--- src/regfile_guard_pkg.sv ---
// Purpose: shared constants and types for the register file and access guard
// Assumes: 8-bit register port, one clock
// Notes: offsets are byte addresses on the register port
package regfile_guard_pkg;
  // ---------------------------------------------------------------
  // register file shape
  // ---------------------------------------------------------------
  localparam int unsigned RF_ENTRIES = 32;
  localparam int unsigned RF_WIDTH = 8;
  localparam logic [4:0] FIRST_POINTER_IDX = 5'h1A;
  localparam logic [4:0] LAST_WORKING_IDX = 5'h1F;
  localparam logic [4:0] PTR_C_LOW_IDX = 5'h1E;
  localparam int unsigned UPPER_HALF_BIT = 4;
  // ---------------------------------------------------------------
  // register port offsets
  // ---------------------------------------------------------------
  localparam logic [7:0] GUARD_OFS = 8'h04;
  localparam logic [7:0] STACK_TOP_LOW_OFS = 8'h0D;
  localparam logic [7:0] STACK_TOP_HIGH_OFS = 8'h0E;
  localparam logic [7:0] FLAGS_OFS = 8'h0F;
  localparam logic [7:0] WIDE_LOW_OFS = 8'h10;
  localparam logic [7:0] WIDE_HIGH_OFS = 8'h11;
  localparam logic [7:0] PROT_CFG_OFS = 8'h12;
  // ---------------------------------------------------------------
  // reset values and fields
  // ---------------------------------------------------------------
  localparam logic [7:0] FLAGS_RESET = 8'h00;
  localparam logic [7:0] PROT_CFG_RESET = 8'h00;
  localparam logic [15:0] WIDE_RESET = 16'h0000;
  localparam logic [7:0] SHADOW_RESET = 8'h00;
  localparam int unsigned PROT_CHANGE_EN_BIT = 0;
  localparam int unsigned PROT_RUN_BIT = 1;
  localparam int unsigned GUARD_IO_BIT = 0;
  localparam int unsigned GUARD_PROG_BIT = 1;
  // ---------------------------------------------------------------
  // guard signatures and window
  // ---------------------------------------------------------------
  localparam logic [7:0] SIG_PROTECTED_IO = 8'hD8;
  localparam logic [7:0] SIG_SELF_PROGRAM = 8'h9D;
  localparam logic [2:0] WINDOW_INSNS = 3'h4;
  // ---------------------------------------------------------------
  // types
  // ---------------------------------------------------------------
  typedef enum logic [2:0] {
    GUARD_CLOSED = 3'b001,
    GUARD_IO_OPEN = 3'b010,
    GUARD_PROG_OPEN = 3'b100
  } guard_state_t;
  typedef enum logic [1:0] {
    PTR_DISP = 2'h0,
    PTR_POST_INC = 2'h1,
    PTR_PRE_DEC = 2'h2
  } ptr_mode_t;
  typedef struct packed {
    logic valid;
    logic [1:0] sel;
    ptr_mode_t mode;
    logic [5:0] disp;
  } ptr_req_t;
  typedef struct packed {
    logic insn_retire;
    logic mem_write;
    logic nvm_access;
    logic sleep_exec;
  } cpu_event_t;
  typedef struct packed {
    logic en;
    logic imm_op;
    logic [4:0] idx;
    logic [7:0] data;
  } rf_write_t;
endpackage : regfile_guard_pkg

--- src/cpu_regfile_wide_access_guard.sv ---
// Function
// - thirty-two eight-bit working registers, apart from data memory.
// - register file accesses complete within one clock cycle.
// - immediate-class instructions reach only registers sixteen to thirty-one.
// - registers twenty-six to thirty-one form three address pointers; last is program pointer.
// - lower index is low byte, higher index is high byte.
// - pointers support displacement, post-increment and pre-decrement.
// - low-byte write of wide register goes to shadow byte only.
// - high-byte write copies shadow into low byte same cycle.
// - low-byte read captures high byte into shadow same cycle.
// - high-byte read returns the shadow byte.
// - protected writes and self-programming blocked until signature written.
// - two unlock modes: protected registers and self-programming.
// - io window closes on memory write, nonvolatile access or sleep.
// - program window lasts four instructions, closes on nonvolatile access or sleep.
// - interrupts held pending while any window is open.
// - pending interrupts served once the window ends.
// - signature D8 opens the protected register window.
// - signature 9D opens the self-programming window.
// - guard reads bit0 io window, bit1 program window, rest zero.
// Purpose: working register file, wide register shadow byte, access guard
// Assumes: register port with read data one cycle after the strobe
// Notes: explicit register write beats pointer update on the same entry
//
// The implementer's own choice: the address-and-strobe port.
`timescale 1ns/10ps
module cpu_regfile_wide_access_guard #(
  parameter logic [15:0] STACK_TOP_RESET = 16'h00FF
) (
  input wire logic clk,
  input wire logic rst,
  input wire logic [7:0] reg_addr,
  input wire logic [7:0] reg_wdata,
  input wire logic reg_wr,
  input wire logic reg_rd,
  output logic [7:0] reg_rdata,
  input wire regfile_guard_pkg::rf_write_t rf_wr,
  input wire logic [4:0] rd_a_idx,
  input wire logic rd_a_imm_op,
  input wire logic [4:0] rd_b_idx,
  output logic [7:0] rd_a_data,
  output logic [7:0] rd_b_data,
  input wire regfile_guard_pkg::ptr_req_t ptr_req,
  output logic [15:0] ptr_addr,
  output logic [15:0] prog_ptr_addr,
  input wire regfile_guard_pkg::cpu_event_t cpu_ev,
  output logic protected_io_unlock,
  output logic self_program_unlock,
  output logic irq_hold,
  output logic [7:0] prot_cfg
);
  // ---------------------------------------------------------------
  // storage
  // ---------------------------------------------------------------
  logic [7:0] rf_reg [regfile_guard_pkg::RF_ENTRIES];
  logic [15:0] wide_reg;
  logic [7:0] shadow_reg;
  logic [15:0] stack_top_pointer_reg;
  logic [7:0] result_flags_reg;
  logic [7:0] rdata_next;
  logic [4:0] wr_idx;
  logic [4:0] rd_a_eff;
  logic [4:0] ptr_lo_idx;
  logic [4:0] ptr_hi_idx;
  logic [15:0] ptr_cur;
  logic [15:0] ptr_new;
  logic [15:0] ptr_eff;
  logic ptr_upd;
  logic guard_wr;
  logic other_io_wr;

  assign wr_idx = rf_wr.imm_op ? {1'b1, rf_wr.idx[3:0]} : rf_wr.idx;
  assign rd_a_eff = rd_a_imm_op ? {1'b1, rd_a_idx[3:0]} : rd_a_idx;

  // ---------------------------------------------------------------
  // pointer pairs
  // ---------------------------------------------------------------
  // pair select
  assign ptr_lo_idx = regfile_guard_pkg::FIRST_POINTER_IDX + {2'b00, ptr_req.sel, 1'b0};
  assign ptr_hi_idx = ptr_lo_idx | 5'h01;
  assign ptr_cur = {rf_reg[ptr_hi_idx], rf_reg[ptr_lo_idx]};
  assign ptr_upd = ptr_req.valid && ptr_req.mode != regfile_guard_pkg::PTR_DISP;

  always_comb begin
    ptr_new = ptr_cur;
    ptr_eff = ptr_cur;
    unique case (ptr_req.mode)
      regfile_guard_pkg::PTR_DISP: begin
        ptr_eff = ptr_cur + {10'h000, ptr_req.disp};
      end
      regfile_guard_pkg::PTR_POST_INC: begin
        ptr_new = ptr_cur + 16'h0001;
      end
      regfile_guard_pkg::PTR_PRE_DEC: begin
        ptr_new = ptr_cur - 16'h0001;
        ptr_eff = ptr_new;
      end
      default: begin
        ptr_eff = ptr_cur;
      end
    endcase
  end

  always_ff @(posedge clk) begin
    if (rst) begin
      ptr_addr <= 16'h0000;
    end else if (ptr_req.valid) begin
      ptr_addr <= ptr_eff;
    end
  end

  // ---------------------------------------------------------------
  // register file entries
  // ---------------------------------------------------------------
  // thirty-two byte entries
  for (genvar i = 0; i < regfile_guard_pkg::RF_ENTRIES; i++) begin : g_entry
    always_ff @(posedge clk) begin
      if (rst) begin
        rf_reg[i] <= 8'h00;
      end else if (rf_wr.en && wr_idx == 5'(i)) begin
        rf_reg[i] <= rf_wr.data;
      end else if (ptr_upd && ptr_lo_idx == 5'(i)) begin
        rf_reg[i] <= ptr_new[7:0];
      end else if (ptr_upd && ptr_hi_idx == 5'(i)) begin
        rf_reg[i] <= ptr_new[15:8];
      end
    end
  end

  always_ff @(posedge clk) begin
    if (rst) begin
      rd_a_data <= 8'h00;
      rd_b_data <= 8'h00;
    end else begin
      rd_a_data <= rf_reg[rd_a_eff];
      rd_b_data <= rf_reg[rd_b_idx];
    end
  end

  always_ff @(posedge clk) begin
    if (rst) begin
      prog_ptr_addr <= 16'h0000;
    end else begin
      prog_ptr_addr <= {rf_reg[regfile_guard_pkg::LAST_WORKING_IDX], rf_reg[regfile_guard_pkg::PTR_C_LOW_IDX]};
    end
  end

  // ---------------------------------------------------------------
  // wide register with shadow byte
  // ---------------------------------------------------------------
  always_ff @(posedge clk) begin
    if (rst) begin
      shadow_reg <= regfile_guard_pkg::SHADOW_RESET;
    end else if (reg_wr && reg_addr == regfile_guard_pkg::WIDE_LOW_OFS) begin
      shadow_reg <= reg_wdata;
    end else if (reg_rd && reg_addr == regfile_guard_pkg::WIDE_LOW_OFS) begin
      shadow_reg <= wide_reg[15:8];
    end
  end

  always_ff @(posedge clk) begin
    if (rst) begin
      wide_reg <= regfile_guard_pkg::WIDE_RESET;
    end else if (reg_wr && reg_addr == regfile_guard_pkg::WIDE_HIGH_OFS) begin
      wide_reg <= {reg_wdata, shadow_reg};
    end else if (prot_cfg[regfile_guard_pkg::PROT_RUN_BIT]) begin
      wide_reg <= wide_reg + 16'h0001;
    end
  end

  // ---------------------------------------------------------------
  // plain registers
  // ---------------------------------------------------------------
  always_ff @(posedge clk) begin
    if (rst) begin
      stack_top_pointer_reg <= STACK_TOP_RESET;
      result_flags_reg <= regfile_guard_pkg::FLAGS_RESET;
    end else if (reg_wr) begin
      if (reg_addr == regfile_guard_pkg::STACK_TOP_LOW_OFS) begin
        stack_top_pointer_reg[7:0] <= reg_wdata;
      end
      if (reg_addr == regfile_guard_pkg::STACK_TOP_HIGH_OFS) begin
        stack_top_pointer_reg[15:8] <= reg_wdata;
      end
      if (reg_addr == regfile_guard_pkg::FLAGS_OFS) begin
        result_flags_reg <= reg_wdata;
      end
    end
  end

  always_ff @(posedge clk) begin
    if (rst) begin
      prot_cfg <= regfile_guard_pkg::PROT_CFG_RESET;
    end else if (reg_wr && reg_addr == regfile_guard_pkg::PROT_CFG_OFS && protected_io_unlock
                 && reg_wdata[regfile_guard_pkg::PROT_CHANGE_EN_BIT]) begin
      prot_cfg <= reg_wdata;
    end
  end

  // ---------------------------------------------------------------
  // access guard
  // ---------------------------------------------------------------
  assign guard_wr = reg_wr && reg_addr == regfile_guard_pkg::GUARD_OFS;
  assign other_io_wr = reg_wr && !guard_wr;

  change_guard i_change_guard (
    .clk(clk),
    .rst(rst),
    .sig_wr(guard_wr),
    .sig_data(reg_wdata),
    .io_write(other_io_wr),
    .ev(cpu_ev),
    .io_unlock(protected_io_unlock),
    .prog_unlock(self_program_unlock),
    .irq_hold(irq_hold)
  );

  // ---------------------------------------------------------------
  // read mux
  // ---------------------------------------------------------------
  always_comb begin
    rdata_next = 8'h00;
    unique case (reg_addr)
      regfile_guard_pkg::GUARD_OFS: rdata_next = {6'h00, self_program_unlock, protected_io_unlock};
      regfile_guard_pkg::STACK_TOP_LOW_OFS: rdata_next = stack_top_pointer_reg[7:0];
      regfile_guard_pkg::STACK_TOP_HIGH_OFS: rdata_next = stack_top_pointer_reg[15:8];
      regfile_guard_pkg::FLAGS_OFS: rdata_next = result_flags_reg;
      regfile_guard_pkg::WIDE_LOW_OFS: rdata_next = wide_reg[7:0];
      regfile_guard_pkg::WIDE_HIGH_OFS: rdata_next = shadow_reg;
      regfile_guard_pkg::PROT_CFG_OFS: rdata_next = prot_cfg;
      default: rdata_next = 8'h00;
    endcase
  end

  always_ff @(posedge clk) begin
    if (rst) begin
      reg_rdata <= 8'h00;
    end else begin
      reg_rdata <= reg_rd ? rdata_next : 8'h00;
    end
  end
endmodule : cpu_regfile_wide_access_guard

--- src/change_guard.sv ---
// Purpose: unlock windows for protected registers and self-programming
// Assumes: one retire pulse per executed instruction
// Notes: signature write wins over a closing event in the same cycle
`timescale 1ns/10ps
module change_guard (
  input wire logic clk,
  input wire logic rst,
  input wire logic sig_wr,
  input wire logic [7:0] sig_data,
  input wire logic io_write,
  input wire regfile_guard_pkg::cpu_event_t ev,
  output logic io_unlock,
  output logic prog_unlock,
  output logic irq_hold
);
  // ---------------------------------------------------------------
  // window state
  // ---------------------------------------------------------------
  regfile_guard_pkg::guard_state_t state_reg;
  regfile_guard_pkg::guard_state_t state_next;
  logic [2:0] left_reg;
  logic [2:0] left_next;
  logic close_io;
  logic close_prog;

  assign close_io = io_write | sig_wr | ev.mem_write | ev.nvm_access | ev.sleep_exec;
  assign close_prog = ev.nvm_access | ev.sleep_exec;

  always_comb begin
    state_next = state_reg;
    left_next = left_reg;
    if (sig_wr && sig_data == regfile_guard_pkg::SIG_PROTECTED_IO) begin
      state_next = regfile_guard_pkg::GUARD_IO_OPEN;
      left_next = regfile_guard_pkg::WINDOW_INSNS;
    end else if (sig_wr && sig_data == regfile_guard_pkg::SIG_SELF_PROGRAM) begin
      state_next = regfile_guard_pkg::GUARD_PROG_OPEN;
      left_next = regfile_guard_pkg::WINDOW_INSNS;
    end else begin
      unique case (state_reg)
        regfile_guard_pkg::GUARD_CLOSED: begin
          left_next = 3'h0;
        end
        regfile_guard_pkg::GUARD_IO_OPEN: begin
          if (close_io || (ev.insn_retire && left_reg == 3'h1)) begin
            state_next = regfile_guard_pkg::GUARD_CLOSED;
          end
        end
        regfile_guard_pkg::GUARD_PROG_OPEN: begin
          if (close_prog || (ev.insn_retire && left_reg == 3'h1)) begin
            state_next = regfile_guard_pkg::GUARD_CLOSED;
          end
        end
        default: begin
          state_next = regfile_guard_pkg::GUARD_CLOSED;
        end
      endcase
      if (ev.insn_retire && left_reg != 3'h0) begin
        left_next = left_reg - 3'h1;
      end
    end
  end

  always_ff @(posedge clk) begin
    if (rst) begin
      state_reg <= regfile_guard_pkg::GUARD_CLOSED;
      left_reg <= 3'h0;
    end else begin
      state_reg <= state_next;
      left_reg <= left_next;
    end
  end

  always_ff @(posedge clk) begin
    if (rst) begin
      io_unlock <= 1'b0;
      prog_unlock <= 1'b0;
    end else begin
      io_unlock <= state_next == regfile_guard_pkg::GUARD_IO_OPEN;
      prog_unlock <= state_next == regfile_guard_pkg::GUARD_PROG_OPEN;
    end
  end

  always_ff @(posedge clk) begin
    if (rst) begin
      irq_hold <= 1'b0;
    end else begin
      irq_hold <= state_next != regfile_guard_pkg::GUARD_CLOSED;
    end
  end
endmodule : change_guard

--- config.mk ---
export PLATFORM = sky130hd
export DESIGN_NAME = cpu_regfile_wide_access_guard
export DESIGN_NICKNAME = d
export VERILOG_FILES = /design/src/regfile_guard_pkg.sv /design/src/cpu_regfile_wide_access_guard.sv /design/src/change_guard.sv
export SDC_FILE = /design/constraint.sdc
export NUM_CORES = 1
export LEC_CHECK = 0
export BUFFER_PORTS_ARGS = -buffer_cell sky130_fd_sc_hd__buf_2
export CAP_MARGIN = 30
export CORE_ASPECT_RATIO = 0.6
export CORE_MARGIN = 2
export CORE_UTILIZATION = 50
export CTS_CLUSTER_SIZE = 10
export DETAILED_ROUTE_END_ITERATION = 12
export GPL_TIMING_DRIVEN = 0
export PLACE_DENSITY = 0.77
export SYNTH_ARGS = -nofsm -noshare
export SYNTH_HDL_FRONTEND = slang
export SYNTH_HIERARCHICAL = 1
export SYNTH_SLANG_ARGS = --single-unit
--- constraint.sdc ---
create_clock -name clk -period 4 [get_ports clk]
set_clock_uncertainty 0.1 [all_clocks]
set_input_delay 0.2 -clock clk [delete_from_list [all_inputs] [get_ports clk]]
set_output_delay 0.2 -clock clk [all_outputs]
set_load 0.01 [all_outputs]
==> Implementation_results.wiki <==
{| class="wikitable"
! Metric !! Value
|-
| Maximum fanout along the worst path || 8
|-
| Hold_ws || 37.6 ps
|-
| Height of the die || 168 um
|-
| Most used DFF post-synth || sky130_fd_sc_hd__edfxtp_1
|-
| Vias in the first global route || 17.9k
|-
| Starting density of the core || 50.3%
|-
| Kind of launch point of the worst setup path || flop
|-
| Final clock period utilization by the worst path || 97.8%
|-
| Cell depth of the worst flop-to-flop path || 12
|-
| Period minus WS final || 3910 ps
|-
| Width of the die || 277 um
|-
| Clk_lat worst skew || 590 ps
|-
| Global route overflow || 0
|-
| Proportion of synthesized chip area in sequential cells || between 40% and 50%
|-
| Vias post-DR || 19.4k
|-
| Global-route usage over all layers || 38.2%
|-
| Final Max Tran Viols || 0
|-
| Total negative slack || 0 ps
|-
| Wire length of the first global-routing pass || around 130000 um
|-
| Top cell type's share of synthesized area || 34.3%
|-
| Clock sink count || 377
|-
| Total of endpoints with negative setup slack in the final report || 0
|-
| Run status || completed
|-
| H-tree depth reported by CTS || 2
|-
| Max Root-Sink Buffers || 3
|-
| Post-synth EDFFs || between 200 and 300
|-
| TritonCTS clock tree || done
|-
| Cell type contributing the most total cell area after synthesis || sky130_fd_sc_hd__edfxtp_1
|-
| Reg-to-reg endpoint || rf_reg[25][6]
|-
| Hold-critical path depth || 4
|-
| Dominant cells by area after synthesis || sky130_fd_sc_hd__edfxtp_1 (34%), sky130_fd_sc_hd__mux4_2 (18%), sky130_fd_sc_hd__dfxtp_1 (11%)
|-
| Gpl congestion || between 1 and 1.5
|-
| Die Footprint || roughly 0.047 sq mm
|-
| Hold-critical path endpoint || i_change_guard/left_reg[2]
|-
| Maximum frequency from static timing analysis || 256 MHz
|-
| #FFs+latches synth || 377
|-
| Worst R2R Setup Slack || 90 ps
|-
| Post-Synthesis Net Count || between 1.5k and 2k
|-
| Fraction of layout cells with a size suffix above 1 || a little under a quarter
|-
| Vias per std cell || just over 7
|-
| Number of distinct standard cells referenced by the synthesized netlist || slightly above 80
|-
| Reg-to-Reg Start || rf_reg[6][1]
|-
| Data arrival time of the worst path || 4120 ps
|-
| Post-synthesis cell count || 1861
|-
| Power per unit of standard cell area || 392 mW/mm^2
|-
| Headroom to the max-slew limit || 23.1%
|-
| # rows || 60
|-
| WP data required || 4210 ps
|-
| Total Wirelength || 89900 um
|-
| Class of the tightest hold or removal check || in2reg
|-
| Core Region || about 0.045 sq mm
|-
| Final routed wire length divided by cell count || around 33 um
|-
| DRC viols || 0
|-
| Mapped Area || approximately 0.022 sq mm
|-
| Layout area overhead || 15.5%
|-
| CTS Buf Count || 43
|-
| Reported max-cap violation count || 0
|-
| Average cell area after synthesis || 12.0 sq um
|-
| Critical path endpoint category || flop
|-
| Port Buffer Count || 115
|-
| DPL Wire Length || 70600 um
|-
| Critical path origin || rf_reg[6][1]
|-
| Hold_sp || cpu_ev[3]
|-
| Number of flip-flops under the largest register name || roughly 260
|-
| Pin count of the biggest net entering global routing || 20
|-
| Count of synthesis-stage warnings from yosys || 6
|-
| First-pass detailed-route iteration total || 8
|-
| Number of nets in the layout || 2177
|-
| Peak supply drop || 0.295 mV
|-
| Measured slew at the worst slew-check pin || 1150 ps
|-
| Static leakage power || 9.55 nW
|-
| Setup repair after global routing missed its margin || no
|-
| Clock slew at the register clock pins of the worst setup and hold paths || 60 ps
|-
| Number of failing hold endpoints at the final stage || 0
|-
| Initial antenna violation count || 5
|-
| Setup CP Type || reg2reg
|-
| Antenna-violating nets left || 0
|-
| I/O pin count || 128
|-
| Root Buffer Master || sky130_fd_sc_hd__clkbuf_16
|-
| Async set-reset flop share out of synthesis || 0%
|-
| Initial DRC Count || 3180
|}
## power by group
part,switching [mW],leakage (nW),internal (mW),total (mW)
logic,1.14,5.42,0.755,1.90
registers,0.208,3.54,4.35,4.56
clock network,1.67,0.591,2.03,3.70
total,3.02,9.55,7.14,10.2
## through the flow
stage / util, % / worst slack [ps] / area, sq um / cells / total power [mW]
CTS: 57.5 / 32.6 / 25600 / 2694 / 9.98
detailed placement: 54.0 / -1410 / 24100 / 2598 / 6.35
global placement: 53.3 / -1910 / 23700 / 2565 / 6.27
finish: 58.2 / 87.7 / 25900 / 2718 / 10.2
global route: 58.1 / 22.5 / 25900 / 2712 / 10.4
floorplan: - / -0.550 / 22400 / 1861 / 5.62
## per-layer routing
| layer | share of wire (%) | global-route usage (%) | wire [um] | vias to the layer above |
|---|---|---|---|---|
| met5 | 0.014 | 0 | 13 | - |
| met4 | 2.3 | 9.48 | 2090 | 2 |
| met3 | 20 | 20.8 | 18300 | 168 |
| met2 | 38 | 48.3 | 34100 | 1839 |
| met1 | 39 | 56.0 | 35400 | 9683 |
| li1 | - | - | - | 7702 |
## cells in the mapped netlist, types with 20 or more instances
| library cell | n |
|---|---|
| sky130_fd_sc_hd__clkbuf_1 | 104 |
| sky130_fd_sc_hd__nor2_1 | 172 |
| sky130_fd_sc_hd__ha_1 | 20 |
| sky130_fd_sc_hd__edfxtp_1 | 256 |
| sky130_fd_sc_hd__nor2b_1 | 32 |
| sky130_fd_sc_hd__nand3_1 | 40 |
| sky130_fd_sc_hd__a21oi_1 | 42 |
| sky130_fd_sc_hd__nand2_1 | 130 |
| sky130_fd_sc_hd__a211oi_1 | 27 |
| sky130_fd_sc_hd__o21ai_0 | 58 |
| sky130_fd_sc_hd__mux4_2 | 183 |
| sky130_fd_sc_hd__buf_1 | 20 |
| sky130_fd_sc_hd__dfxtp_1 | 121 |
| sky130_fd_sc_hd__and2_1 | 137 |
| sky130_fd_sc_hd__a22o_1 | 117 |
| sky130_fd_sc_hd__mux2i_1 | 71 |
| sky130_fd_sc_hd__inv_1 | 29 |
## logic make-up after synthesis
| family | count (synthesis) | synth area share, % |
|---|---|---|
| AND/OR/NAND/NOR | 610 | 13.8 |
| flip-flops | 377 | 45.1 |
| AO/OA/AOI/OAI | 372 | 12.4 |
| multiplexers | 278 | 23.1 |
| buffers and inverters | 173 | 3.18 |
| XOR/XNOR | 30 | 1.17 |
| adder cells (fa/ha/maj) | 21 | 1.21 |
## how the worst max path moves through the flow
stage                          to  slack (ps)  cells after the start
CTS                  ptr_addr[13]          30                     20
global placement    rf_reg[29][6]       -1910                     15
global route        rf_reg[25][6]          20                     12
floorplan            ptr_addr[12]        -0.5                     20
detailed placement   rf_reg[1][7]       -1410                     15
finish              rf_reg[25][6]          90                     12
## cells in the final DEF (no fill, tap or decap), drive strengths merged, types with 20 or more instances in the layout
cell | Yosys | final
inv | 33 | 34
and2 | 137 | 137
ha | 20 | 20
nor2b | 32 | 32
dfxtp | 121 | 121
clkbuf | 104 | 175
buf | 36 | 200
mux4 | 186 | 186
nor2 | 173 | 173
nand2 | 131 | 131
o21ai | 64 | 64
a211oi | 27 | 27
dlygate4sd3 | 0 | 24
edfxtp | 256 | 256
a21oi | 42 | 42
a22o | 117 | 117
mux2i | 75 | 75
nand3 | 40 | 40
## timing repair
action / 4_1_cts / 5_1_grt
pin swaps: 1 / 3
setup endpoints to repair: 100 / 51
endpoints found under the hold margin: 65 / 0
buffers inserted: 0 / 9
hold buffers: 24 / 0
resized for setup: 17 / 20
## area by class of cell
class / count / area [sq um]
diodes: 6 / 15.0
plain buffers: 138 / 621
clock buffers: 70 / 1190
clock inverters: 3 / 55.1
fillers: 3619 / 18600
inverters: 33 / 129
multi-input cells: 1311 / 11700
flip-flops and latches: 377 / 10100
well taps: 589 / 737
repair buffers: 191 / 1300
## worst max-delay path: stages (launching register included)
cell	delay (ps)
sky130_fd_sc_hd__edfxtp_1	510
sky130_fd_sc_hd__mux4_2	570
sky130_fd_sc_hd__mux2_4	350
sky130_fd_sc_hd__inv_1	90
sky130_fd_sc_hd__ha_1	240
sky130_fd_sc_hd__o211ai_1	250
sky130_fd_sc_hd__and3b_1	300
sky130_fd_sc_hd__buf_2	190
sky130_fd_sc_hd__nand2_1	120
sky130_fd_sc_hd__mux2i_1	140
sky130_fd_sc_hd__a211oi_1	430
sky130_fd_sc_hd__buf_4	260
sky130_fd_sc_hd__o21ai_0	110
Note: power is estimated with default switching activity, not from simulation.
